--- config.mk ---
export PLATFORM = sky130hd
export DESIGN_NAME = rcfg_top
export DESIGN_NICKNAME = d
export VERILOG_FILES = /design/src/rtl/rcfg_fifo.v /design/src/rtl/rcfg_timer.v /design/src/rtl/rcfg_top.v
export VERILOG_INCLUDE_DIRS = /design/src /design/src/rtl
export SDC_FILE = /design/constraint.sdc
export NUM_CORES = 1
export LEC_CHECK = 0
export ABC_AREA = 1
export BUFFER_PORTS_ARGS = -buffer_cell sky130_fd_sc_hd__buf_4
export CORE_MARGIN = 5
export CORE_UTILIZATION = 52
export DETAILED_ROUTE_END_ITERATION = 7
export PLACE_DENSITY = 0.72
export SYNTH_ARGS = -nofsm -noshare
export SYNTH_HDL_FRONTEND = slang
export SYNTH_HIERARCHICAL = 1
export SYNTH_SLANG_ARGS = --single-unit
--- constraint.sdc ---
create_clock -name core_clk -period 3.1 [get_ports core_clk]
set_input_delay 0.465 -clock core_clk [delete_from_list [all_inputs] [get_ports core_clk]]
set_output_delay 0.465 -clock core_clk [all_outputs]
set_load 0.01 [all_outputs]
--- src/rtl/rcfg_defines.vh ---
// constants shared by the radio configuration command block
`ifndef RCFG_DEFINES_VH
`define RCFG_DEFINES_VH

// ----------------------------------------------------------------
// command framing bytes
// ----------------------------------------------------------------
`define RCFG_HEADER 8'hFF
`define RCFG_SIZE 8'h02
`define RCFG_ESCAPE 8'hFE
`define RCFG_ACK 8'h06
`define RCFG_WAKE0 8'h0F
`define RCFG_WAKE1 8'hFF

// ----------------------------------------------------------------
// register locations (volatile and persistent forms)
// ----------------------------------------------------------------
`define RCFG_TRIG_VOL 8'h54
`define RCFG_TRIG_PER 8'h09
`define RCFG_STARTUP_PER 8'h0A
`define RCFG_LBT_VOL 8'h56
`define RCFG_LBT_PER 8'h0B
`define RCFG_PWR_VOL 8'h58
`define RCFG_PWR_PER 8'h0D
`define RCFG_WACK_VOL 8'h59
`define RCFG_WACK_PER 8'h0E
`define RCFG_UID_FIRST 8'h22
`define RCFG_UID_LAST 8'h27
`define RCFG_RELEASE_PER 8'h78

// ----------------------------------------------------------------
// reset values, ranges and encodings
// ----------------------------------------------------------------
`define RCFG_TRIG_RESET 8'h40
`define RCFG_TRIG_MIN 8'h01
`define RCFG_TRIG_MAX 8'h90
`define RCFG_STARTUP_RESET 8'h01
`define RCFG_LBT_RESET 8'h01
`define RCFG_WACK_RESET 8'h01
`define RCFG_PWR_AWAKE 8'h00
`define RCFG_PWR_SLEEP 8'h01
`define RCFG_PWR_STANDBY 8'h02

// ----------------------------------------------------------------
// timing
// ----------------------------------------------------------------
// wake delays in core_clk cycles, 8 ms and 2 ms at 125 MHz
`define RCFG_SLEEP_WAKE_CYC 20'd1000000
`define RCFG_STANDBY_WAKE_CYC 20'd250000

`endif

--- src/rtl/rcfg_fifo.v ---
// byte buffer between the serial receive side and the radio
`timescale 1ns/1ps
`default_nettype none

module rcfg_fifo #(
   parameter WIDTH = 8,
   parameter DEPTH = 16,
   parameter AW = 4
) (
   input wire core_clk,
   input wire srst,
   input wire in_valid,
   input wire [WIDTH-1:0] in_data,
   output wire in_ready,
   output wire out_valid,
   output wire [WIDTH-1:0] out_data,
   input wire out_ready
);

   reg [WIDTH-1:0] mem_reg [0:DEPTH-1];
   reg [AW-1:0] wr_ptr_reg;
   reg [AW-1:0] rd_ptr_reg;
   reg [AW:0] count_reg;
   wire push;
   wire pop;

   assign in_ready = (count_reg != DEPTH[AW:0]);
   assign out_valid = (count_reg != {(AW+1){1'b0}});
   assign out_data = mem_reg[rd_ptr_reg];
   assign push = in_valid && in_ready;
   assign pop = out_valid && out_ready;

   always @(posedge core_clk) begin
      if (push) begin
         mem_reg[wr_ptr_reg] <= in_data;
      end
   end

   always @(posedge core_clk) begin
      if (srst) begin
         wr_ptr_reg <= {AW{1'b0}};
         rd_ptr_reg <= {AW{1'b0}};
         count_reg <= {(AW+1){1'b0}};
      end else begin
         if (push) begin
            wr_ptr_reg <= (wr_ptr_reg == DEPTH[AW-1:0] - 1'b1) ? {AW{1'b0}} : wr_ptr_reg + 1'b1;
         end
         if (pop) begin
            rd_ptr_reg <= (rd_ptr_reg == DEPTH[AW-1:0] - 1'b1) ? {AW{1'b0}} : rd_ptr_reg + 1'b1;
         end
         if (push && !pop) begin
            count_reg <= count_reg + 1'b1;
         end else if (pop && !push) begin
            count_reg <= count_reg - 1'b1;
         end
      end
   end

endmodule

`default_nettype wire

--- src/rtl/rcfg_timer.v ---
// loadable down-counter that pulses done when it expires
`timescale 1ns/1ps
`default_nettype none

module rcfg_timer #(
   parameter W = 20
) (
   input wire core_clk,
   input wire srst,
   input wire load,
   input wire [W-1:0] load_val,
   output wire busy,
   output reg done
);

   reg [W-1:0] cnt_reg;

   assign busy = (cnt_reg != {W{1'b0}});

   always @(posedge core_clk) begin
      if (srst) begin
         cnt_reg <= {W{1'b0}};
         done <= 1'b0;
      end else begin
         done <= 1'b0;
         if (load) begin
            cnt_reg <= load_val;
         end else if (busy) begin
            cnt_reg <= cnt_reg - 1'b1;
            if (cnt_reg == {{(W-1){1'b0}}, 1'b1}) begin
               done <= 1'b1;
            end
         end
      end
   end

endmodule

`default_nettype wire

--- src/rtl/rcfg_top.v ---
// serial command interpreter and configuration registers of the radio module
// ----------------------------------------------------------------
// Summary of operation
// start packet when buffered count reaches level
// trigger level range 1..144, default 64
// escaped read answers ack, location, value
// four-byte write stores value at location
// start-up message sent after reset if enabled
// listen-before-talk defers start while channel busy
// listen-before-talk enable, default enabled
// power state: awake, sleep, standby
// sleep: radio off, slow processor, long wake
// standby: only oscillator on, short wake
// radio data dropped while asleep
// byte sequence 0F FF FF wakes device
// waking clears power state to awake
// ack byte after wake or power-up
// wake acknowledge enable, default enabled
// six identifier bytes, escaped read only
// identifier bytes never change
// release code readable at its location
// bytes passed to radio at once; start flagged when count reaches level
// out-of-range trigger level write ignored
// writes to read-only locations ignored
// ----------------------------------------------------------------
`timescale 1ns/1ps
`default_nettype none
`include "rcfg_defines.vh"

module rcfg_top #(
   parameter [47:0] UNIQUE_ID = 48'h0123_4567_89AB,
   parameter [7:0] RELEASE_CODE = 8'h00,
   parameter [7:0] STARTUP_BYTE0 = 8'h52,
   parameter [7:0] STARTUP_BYTE1 = 8'h4D,
   parameter FIFO_DEPTH = 16,
   parameter [19:0] SLEEP_WAKE_CYC = `RCFG_SLEEP_WAKE_CYC,
   parameter [19:0] STANDBY_WAKE_CYC = `RCFG_STANDBY_WAKE_CYC
) (
   input wire core_clk,
   input wire srst,
   input wire host_rx_valid,
   input wire [7:0] host_rx_data,
   output reg host_rx_ready,
   output wire host_tx_valid,
   output wire [7:0] host_tx_data,
   input wire host_tx_ready,
   output wire rf_tx_valid,
   output wire [7:0] rf_tx_data,
   input wire rf_tx_ready,
   output reg rf_tx_start,
   input wire channel_busy,
   input wire rf_rx_in_valid,
   input wire [7:0] rf_rx_in_data,
   output reg rf_rx_valid,
   output reg [7:0] rf_rx_data,
   output reg radio_power_on,
   output reg radio_osc_on,
   output reg proc_low_speed,
   output reg device_ready
);

   // ----------------------------------------------------------------
   // parser states
   // ----------------------------------------------------------------
   localparam [2:0] P_IDLE = 3'b000;
   localparam [2:0] P_HDR = 3'b001;
   localparam [2:0] P_SIZE = 3'b010;
   localparam [2:0] P_ESC = 3'b011;
   localparam [2:0] P_WVAL = 3'b100;

   reg [2:0] pst_reg;
   reg [7:0] persistent_location_reg;
   reg [7:0] tx_trigger_level_reg;
   reg [7:0] startup_message_enable_reg;
   reg [7:0] listen_before_talk_enable_reg;
   reg [7:0] power_state_control_reg;
   reg [7:0] wake_acknowledge_enable_reg;
   reg [7:0] pkt_count_reg;
   reg pkt_pend_reg;
   reg [1:0] wk_st_reg;
   reg boot_msg_pend_reg;
   reg boot_ack_pend_reg;
   reg wake_ack_pend_reg;
   reg [23:0] tx_q_reg;
   reg [1:0] tx_cnt_reg;
   reg busy_meta_reg;
   reg busy_sync_reg;
   reg [7:0] value_byte;

   wire rx_take;
   wire asleep;
   wire wake_busy;
   wire wake_done;
   wire awake_cmd;
   wire fifo_in_valid;
   wire fifo_in_ready;
   wire fifo_push;
   wire rd_load;
   wire wake_seen;
   wire tx_pop;
   wire lbt_on;
   wire [7:0] pkt_count_inc;

   assign asleep = (power_state_control_reg != `RCFG_PWR_AWAKE);
   assign awake_cmd = !asleep && !wake_busy;
   assign rx_take = host_rx_valid && host_rx_ready;
   assign lbt_on = (listen_before_talk_enable_reg == 8'h01);
   assign pkt_count_inc = pkt_count_reg + 8'h01;

   // ----------------------------------------------------------------
   // channel busy synchroniser
   // ----------------------------------------------------------------
   always @(posedge core_clk) begin
      if (srst) begin
         busy_meta_reg <= 1'b0;
         busy_sync_reg <= 1'b0;
      end else begin
         busy_meta_reg <= channel_busy;
         busy_sync_reg <= busy_meta_reg;
      end
   end

   // ----------------------------------------------------------------
   // receive acceptance
   // ----------------------------------------------------------------
   always @* begin
      if (asleep) begin
         host_rx_ready = 1'b1;
      end else if (wake_busy) begin
         host_rx_ready = 1'b0;
      end else if (pst_reg == P_IDLE && host_rx_data != `RCFG_HEADER) begin
         host_rx_ready = fifo_in_ready;
      end else if (pst_reg == P_ESC) begin
         host_rx_ready = (tx_cnt_reg == 2'b00);
      end else begin
         host_rx_ready = 1'b1;
      end
   end

   assign fifo_in_valid = host_rx_valid && awake_cmd && pst_reg == P_IDLE && host_rx_data != `RCFG_HEADER;
   assign fifo_push = fifo_in_valid && fifo_in_ready;
   assign rd_load = rx_take && awake_cmd && pst_reg == P_ESC;

   // ----------------------------------------------------------------
   // command parser
   // ----------------------------------------------------------------
   always @(posedge core_clk) begin
      if (srst) begin
         pst_reg <= P_IDLE;
         persistent_location_reg <= 8'h00;
      end else if (asleep || !awake_cmd) begin
         pst_reg <= P_IDLE;
      end else if (rx_take) begin
         case (pst_reg)
            P_IDLE: begin
               if (host_rx_data == `RCFG_HEADER) begin
                  pst_reg <= P_HDR;
               end
            end
            P_HDR: begin
               pst_reg <= (host_rx_data == `RCFG_SIZE) ? P_SIZE : P_IDLE;
            end
            P_SIZE: begin
               if (host_rx_data == `RCFG_ESCAPE) begin
                  pst_reg <= P_ESC;
               end else begin
                  persistent_location_reg <= host_rx_data;
                  pst_reg <= P_WVAL;
               end
            end
            P_ESC: begin
               pst_reg <= P_IDLE;
            end
            P_WVAL: begin
               pst_reg <= P_IDLE;
            end
            default: begin
               pst_reg <= P_IDLE;
            end
         endcase
      end
   end

   // ----------------------------------------------------------------
   // read value selection
   // ----------------------------------------------------------------
   always @* begin
      case (host_rx_data)
         `RCFG_TRIG_VOL, `RCFG_TRIG_PER: value_byte = tx_trigger_level_reg;
         `RCFG_STARTUP_PER: value_byte = startup_message_enable_reg;
         `RCFG_LBT_VOL, `RCFG_LBT_PER: value_byte = listen_before_talk_enable_reg;
         `RCFG_PWR_VOL, `RCFG_PWR_PER: value_byte = power_state_control_reg;
         `RCFG_WACK_VOL, `RCFG_WACK_PER: value_byte = wake_acknowledge_enable_reg;
         8'h22: value_byte = UNIQUE_ID[47:40];
         8'h23: value_byte = UNIQUE_ID[39:32];
         8'h24: value_byte = UNIQUE_ID[31:24];
         8'h25: value_byte = UNIQUE_ID[23:16];
         8'h26: value_byte = UNIQUE_ID[15:8];
         8'h27: value_byte = UNIQUE_ID[7:0];
         `RCFG_RELEASE_PER: value_byte = RELEASE_CODE;
         default: value_byte = 8'h00;
      endcase
   end

   // ----------------------------------------------------------------
   // configuration registers
   // ----------------------------------------------------------------
   always @(posedge core_clk) begin
      if (srst) begin
         tx_trigger_level_reg <= `RCFG_TRIG_RESET;
         startup_message_enable_reg <= `RCFG_STARTUP_RESET;
         listen_before_talk_enable_reg <= `RCFG_LBT_RESET;
         power_state_control_reg <= `RCFG_PWR_AWAKE;
         wake_acknowledge_enable_reg <= `RCFG_WACK_RESET;
      end else if (wake_seen) begin
         power_state_control_reg <= `RCFG_PWR_AWAKE;
      end else if (rx_take && awake_cmd && pst_reg == P_WVAL) begin
         case (persistent_location_reg)
            `RCFG_TRIG_VOL, `RCFG_TRIG_PER: begin
               if (host_rx_data >= `RCFG_TRIG_MIN && host_rx_data <= `RCFG_TRIG_MAX) begin
                  tx_trigger_level_reg <= host_rx_data;
               end
            end
            `RCFG_STARTUP_PER: begin
               startup_message_enable_reg <= host_rx_data;
            end
            `RCFG_LBT_VOL, `RCFG_LBT_PER: begin
               listen_before_talk_enable_reg <= host_rx_data;
            end
            `RCFG_PWR_VOL, `RCFG_PWR_PER: begin
               if (host_rx_data <= `RCFG_PWR_STANDBY) begin
                  power_state_control_reg <= host_rx_data;
               end
            end
            `RCFG_WACK_VOL, `RCFG_WACK_PER: begin
               wake_acknowledge_enable_reg <= host_rx_data;
            end
            default: begin
               // identifier and release locations are fixed
               tx_trigger_level_reg <= tx_trigger_level_reg;
            end
         endcase
      end
   end

   // ----------------------------------------------------------------
   // wake sequence detector and wake-up delay
   // ----------------------------------------------------------------
   assign wake_seen = asleep && rx_take && wk_st_reg == 2'b10 && host_rx_data == `RCFG_WAKE1;

   always @(posedge core_clk) begin
      if (srst) begin
         wk_st_reg <= 2'b00;
      end else if (!asleep || wake_seen) begin
         wk_st_reg <= 2'b00;
      end else if (rx_take) begin
         if (host_rx_data == `RCFG_WAKE0) begin
            wk_st_reg <= 2'b01;
         end else if (host_rx_data == `RCFG_WAKE1 && wk_st_reg != 2'b00) begin
            wk_st_reg <= 2'b10;
         end else begin
            wk_st_reg <= 2'b00;
         end
      end
   end

   rcfg_timer #(
      .W(20)
   ) u_wake_timer (
      .core_clk(core_clk),
      .srst(srst),
      .load(wake_seen),
      .load_val((power_state_control_reg == `RCFG_PWR_SLEEP) ? SLEEP_WAKE_CYC : STANDBY_WAKE_CYC),
      .busy(wake_busy),
      .done(wake_done)
   );

   // ----------------------------------------------------------------
   // power outputs and radio receive gating
   // ----------------------------------------------------------------
   always @(posedge core_clk) begin
      if (srst) begin
         radio_power_on <= 1'b0;
         radio_osc_on <= 1'b0;
         proc_low_speed <= 1'b0;
         device_ready <= 1'b0;
         rf_rx_valid <= 1'b0;
         rf_rx_data <= 8'h00;
      end else begin
         radio_power_on <= !asleep;
         radio_osc_on <= (power_state_control_reg != `RCFG_PWR_SLEEP);
         proc_low_speed <= asleep;
         device_ready <= awake_cmd;
         rf_rx_valid <= rf_rx_in_valid && awake_cmd;
         if (rf_rx_in_valid && awake_cmd) begin
            rf_rx_data <= rf_rx_in_data;
         end
      end
   end

   // ----------------------------------------------------------------
   // data buffer and packet trigger
   // ----------------------------------------------------------------
   rcfg_fifo #(
      .WIDTH(8),
      .DEPTH(FIFO_DEPTH),
      .AW(4)
   ) u_fifo (
      .core_clk(core_clk),
      .srst(srst),
      .in_valid(fifo_in_valid),
      .in_data(host_rx_data),
      .in_ready(fifo_in_ready),
      .out_valid(rf_tx_valid),
      .out_data(rf_tx_data),
      .out_ready(rf_tx_ready)
   );

   always @(posedge core_clk) begin
      if (srst) begin
         pkt_count_reg <= 8'h00;
         pkt_pend_reg <= 1'b0;
         rf_tx_start <= 1'b0;
      end else begin
         rf_tx_start <= 1'b0;
         if (pkt_pend_reg && awake_cmd && !(lbt_on && busy_sync_reg)) begin
            rf_tx_start <= 1'b1;
            pkt_pend_reg <= 1'b0;
         end
         if (fifo_push) begin
            if (pkt_count_inc >= tx_trigger_level_reg) begin
               pkt_count_reg <= 8'h00;
               pkt_pend_reg <= 1'b1;
            end else begin
               pkt_count_reg <= pkt_count_inc;
            end
         end
      end
   end

   // ----------------------------------------------------------------
   // serial transmit queue
   // ----------------------------------------------------------------
   assign host_tx_valid = (tx_cnt_reg != 2'b00);
   assign host_tx_data = tx_q_reg[23:16];
   assign tx_pop = host_tx_valid && host_tx_ready;

   always @(posedge core_clk) begin
      if (srst) begin
         tx_q_reg <= 24'h000000;
         tx_cnt_reg <= 2'b00;
         boot_msg_pend_reg <= 1'b1;
         boot_ack_pend_reg <= 1'b1;
         wake_ack_pend_reg <= 1'b0;
      end else begin
         if (tx_pop) begin
            tx_q_reg <= {tx_q_reg[15:0], 8'h00};
            tx_cnt_reg <= tx_cnt_reg - 2'b01;
         end else if (tx_cnt_reg == 2'b00) begin
            if (rd_load) begin
               tx_q_reg <= {`RCFG_ACK, host_rx_data, value_byte};
               tx_cnt_reg <= 2'b11;
            end else if (boot_msg_pend_reg) begin
               boot_msg_pend_reg <= 1'b0;
               if (startup_message_enable_reg != 8'h00) begin
                  tx_q_reg <= {STARTUP_BYTE0, STARTUP_BYTE1, RELEASE_CODE};
                  tx_cnt_reg <= 2'b11;
               end
            end else if (boot_ack_pend_reg || (wake_ack_pend_reg && !wake_done)) begin
               boot_ack_pend_reg <= 1'b0;
               wake_ack_pend_reg <= 1'b0;
               if (wake_acknowledge_enable_reg == 8'h01) begin
                  tx_q_reg <= {`RCFG_ACK, 16'h0000};
                  tx_cnt_reg <= 2'b01;
               end
            end
         end
         if (wake_done) begin
            wake_ack_pend_reg <= 1'b1;
         end
      end
   end

endmodule

`default_nettype wire

==> results.py <==
metrics = {
    "grt": {
        "antenna_found_initial": 0,
        "grt_max_degree": 65,
        "grt.overflow.total": 0,
        "grt_pass1_vias": 10100,
        "grtUsageTotal_pct": 22.0,
        "grt_pass1_wl_um": 51700,
    },
    "critical_path": {
        "r2r_end": "u_fifo/count_reg[3]",
        "crit_path_frequent_cell": "inv_1",
        "crit-reg2reg-launch": "u_wake_timer/cnt_reg[1]",
        "crit_family": "simple AND/OR/NAND/NOR gates",
        "worstPathCellList": "inv_1, ha_2, nand4_1, nor2_4, nand2_4, inv_1, nand3_4, nor2_2, nand2_2, inv_2, ha_2, inv_2, ha_4, or2_2, nand3_1, nand2_1, o21ai_0, inv_1",
        "path_class": "flop to flop",
        "rrSetupSlack_ns": 0.27,
        "cp_max_fo": 6,
        "cp-end-kind": "flop",
        "cpPeakStageDelay_ns": 0.33,
        "reg2regPathDepth": 18,
        "cp_slowest_cell": "dfxtp_1",
        "cp.required_ns": 3.53,
        "arrival_ns": 3.27,
        "cp_num_buf_inv": 5,
        "cp-start-kind": "flop",
    },
    "sta": {
        "holdWs_ns": 0.118,
        "max_freq_ghz": 0.353,
        "finalCritPeriodShare_pct": 91.4,
        "report.final.slew_viol_count": 0,
        "fin_skew_ns": 0.0193,
        "final-setup-viol-count": 0,
        "finalSetupTns_ns": 0,
        "max_slew_margin_pct": 48.2,
        "setup_ws_ns": 0.268,
        "hold_viol_final": 0,
        "rsz0062_at_grt": "false",
        "layout_min_cycle_time_ns": 2.83,
        "worstMarginPinSlew_ns": 0.771,
    },
    "placement": {
        "place_congestion": 0.960,
        "portBuffers": 55,
        "dp_slack_ns": 0.0808,
        "placedInstanceArea_um2": 14000,
        "dp_hpwl_um": 21700,
    },
    "clock_network": {
        "cts_buffers": 29,
        "clk_latency_ns": 0.55,
        "htreeDepth": 1,
        "clockBufferDepth": 3,
        "holdBufCountCts": 0,
        "cts.sinks": 273,
        "cts_tree": "yes",
        "cts-root-buf": "clkbuf_16",
        "clk_pin_slew_ns": 0.06,
    },
    "min_path": {
        "worstHoldStart": "channel_busy",
        "hold_class": "input port to flop",
        "holdPathEnd": "busy_meta_reg",
        "hold_path_depth": 3,
    },
    "yosys": {
        "yosys_warnings": 6,
        "synth_top_area_share_pct": 29.1,
        "synth_largest_area_cell": "edfxtp_1",
        "synth_cell_type_count": 49,
        "synth_seq_cells": 273,
        "synthTopCellsByArea": "edfxtp_1 29%, dfxtp_1 22%, nand2_1 13%, nand3_1 5.3%, inv_1 4.8%",
        "ys_seq_area_share_pct": 51.1,
        "syn_avg_cell_area_um2": 8.20,
        "syn-instance-count": 1611,
        "syn_area_um2": 13200,
    },
    "finish": {
        "final_common_cell": "nand2_1",
        "area_delta_synth_final_pct": 13.9,
        "drive_above_1_share_pct": 13.5,
        "final_nets": 1729,
        "final_area_um2": 15000,
        "mostFrequentLayoutCells": "444 x nand2_1, 168 x inv_1, 163 x nor2_1, 144 x dfxtp_1, 141 x nand3_1",
        "fillers": 2241,
        "num_antenna_cells": 0,
        "largest_register_ffs": 128,
    },
    "routing": {
        "num_vias": 10700,
        "wl_um": 32200,
        "avgRoutedWirePerCell_um": 15.8,
        "first_iter_violations": 881,
        "final_antenna_net_count": 0,
        "drc": 0,
        "viasPerCell": 5.27,
        "drtPass1Iterations": 5,
    },
    "power_and_ir_drop": {
        "power.internal_w": 0.00783,
        "p_leak_nw": 6.46,
        "ir_drop_uv": 573,
        "p_sw_share_pct": 35.8,
        "power_frac_seq_pct": 35.5,
        "combPwrFrac_pct": 34.0,
        "power_switching_w": 0.00436,
        "p_per_area_nw_per_um2": 810,
        "power_frac_clock_pct": 30.4,
    },
    "run": {
        "drv_cap": 0,
    },
    "floorplan": {
        "start_util_pct": 52.6,
        "coreArea_um2": 25100,
        "io-pin-count": 56,
        "fp.dieArea_um2": 28700,
        "die_w_um": 169,
        "num_rows": 58,
        "dieHeight_um": 169,
    },
    "status": {
        "status": "complete, no violations",
    },
}
power groups by stage:
stage / clock, W / combinational, W / sequential, W
floorplan: 0 / 0.00311 / 0.00437
global placement: 0 / 0.00404 / 0.00439
detailed placement: 0 / 0.00411 / 0.00441
CTS: 0.00378 / 0.00414 / 0.00433
global route: 0.00392 / 0.00466 / 0.00437
finish: 0.00371 / 0.00415 / 0.00433
through the flow:
step / util (%) / instances / total power (W)
5_1_grt: 59.9 / 2036 / 0.0130
3_5_place_dp: 55.7 / 1981 / 0.00852
2_1_floorplan: - / 1621 / 0.00748
6_report: 59.9 / 2036 / 0.0122
4_1_cts: 59.8 / 2035 / 0.0122
3_3_place_gp: 55.7 / 1981 / 0.00843
synth_stat cells, drive strengths merged:
library cell	instances
a211oi	13
a21boi	1
a21oi	96
a31oi	2
a41oi	1
buf	45
clkbuf	21
clkinv	1
conb	2
dfxtp	145
edfxtp	128
fa	1
ha	22
inv	179
nand2	467
nand2b	1
nand3	150
nand3b	10
nand4	17
nor2	188
nor3	13
nor4	6
o211ai	8
o21a	1
o21ai	68
o21bai	1
o22ai	2
o32ai	1
or2	4
xnor2	2
xor2	15
worst max path at each step:
stage | startpoint | endpoint | slack (ns) | depth (start not counted)
after floorplan | u_wake_timer/cnt_reg[0] | u_fifo/count_reg[3] | 0.09 | 18
after global placement | u_wake_timer/cnt_reg[1] | u_fifo/count_reg[3] | 0.16 | 18
after detailed placement | u_wake_timer/cnt_reg[1] | u_fifo/count_reg[3] | 0.08 | 18
after CTS | u_wake_timer/cnt_reg[1] | u_fifo/count_reg[3] | 0.07 | 18
after global routing | u_wake_timer/cnt_reg[1] | u_fifo/count_reg[4] | 0.02 | 18
final | u_wake_timer/cnt_reg[1] | u_fifo/count_reg[3] | 0.27 | 18
worst register-to-register path, cell delays in order (launching register included):
cell and delay (ns):
dfxtp_1 0.33, inv_1 0.11, ha_2 0.20, nand4_1 0.15, nor2_4 0.18, nand2_4 0.06
inv_1 0.10, nand3_4 0.14, nor2_2 0.15, nand2_2 0.07, inv_2 0.13, ha_2 0.21
inv_2 0.07, ha_4 0.23, or2_2 0.29, nand3_1 0.09, nand2_1 0.04, o21ai_0 0.14
inv_1 0.05
cell type report:
type / count / area (µm²) / area share (%)
Clock buffer: 38 / 790 / 5.25
Clock inverter: 16 / 238 / 1.58
Inverter: 180 / 678 / 4.51
Multi-Input combinational cell: 1102 / 5440 / 36.2
Sequential cell: 273 / 6750 / 44.8
Tap cell: 330 / 413 / 2.74
Timing Repair Buffer: 97 / 741 / 4.92
timing repair:
| item | 4_1_cts | 5_1_grt |
|---|---|---|
| resized for setup | 0 | 5 |
| endpoints found under the setup margin | 0 | 3 |
| setup buffers | 0 | 1 |
per-layer routing:
metal / vias to the layer above / global-route usage [%] / routed length, µm
li1: 5364 / - / -
met1: 4994 / 28.7 / 13600
met2: 305 / 38.3 / 15700
met3: 66 / 2.94 / 2040
met4: 0 / 6.97 / 837
met5: - / 0 / 0
cell families (layout without fill, tap and decap cells):
kind of cell | Yosys count | count (layout) | share of synthesized area (%)
AOI/OAI and AO/OA | 194 | 194 | 8.31
xor gates and xnor gates | 17 | 17 | 1.13
adders and majority gates | 23 | 23 | 2.23
buffers and inverters | 246 | 331 | 8.21
DFF | 273 | 273 | 51.1
other | 2 | 12 | 0.0568
and+or+nand+nor | 856 | 856 | 29.0
No activity file was read; power rests on OpenSTA's default activity.
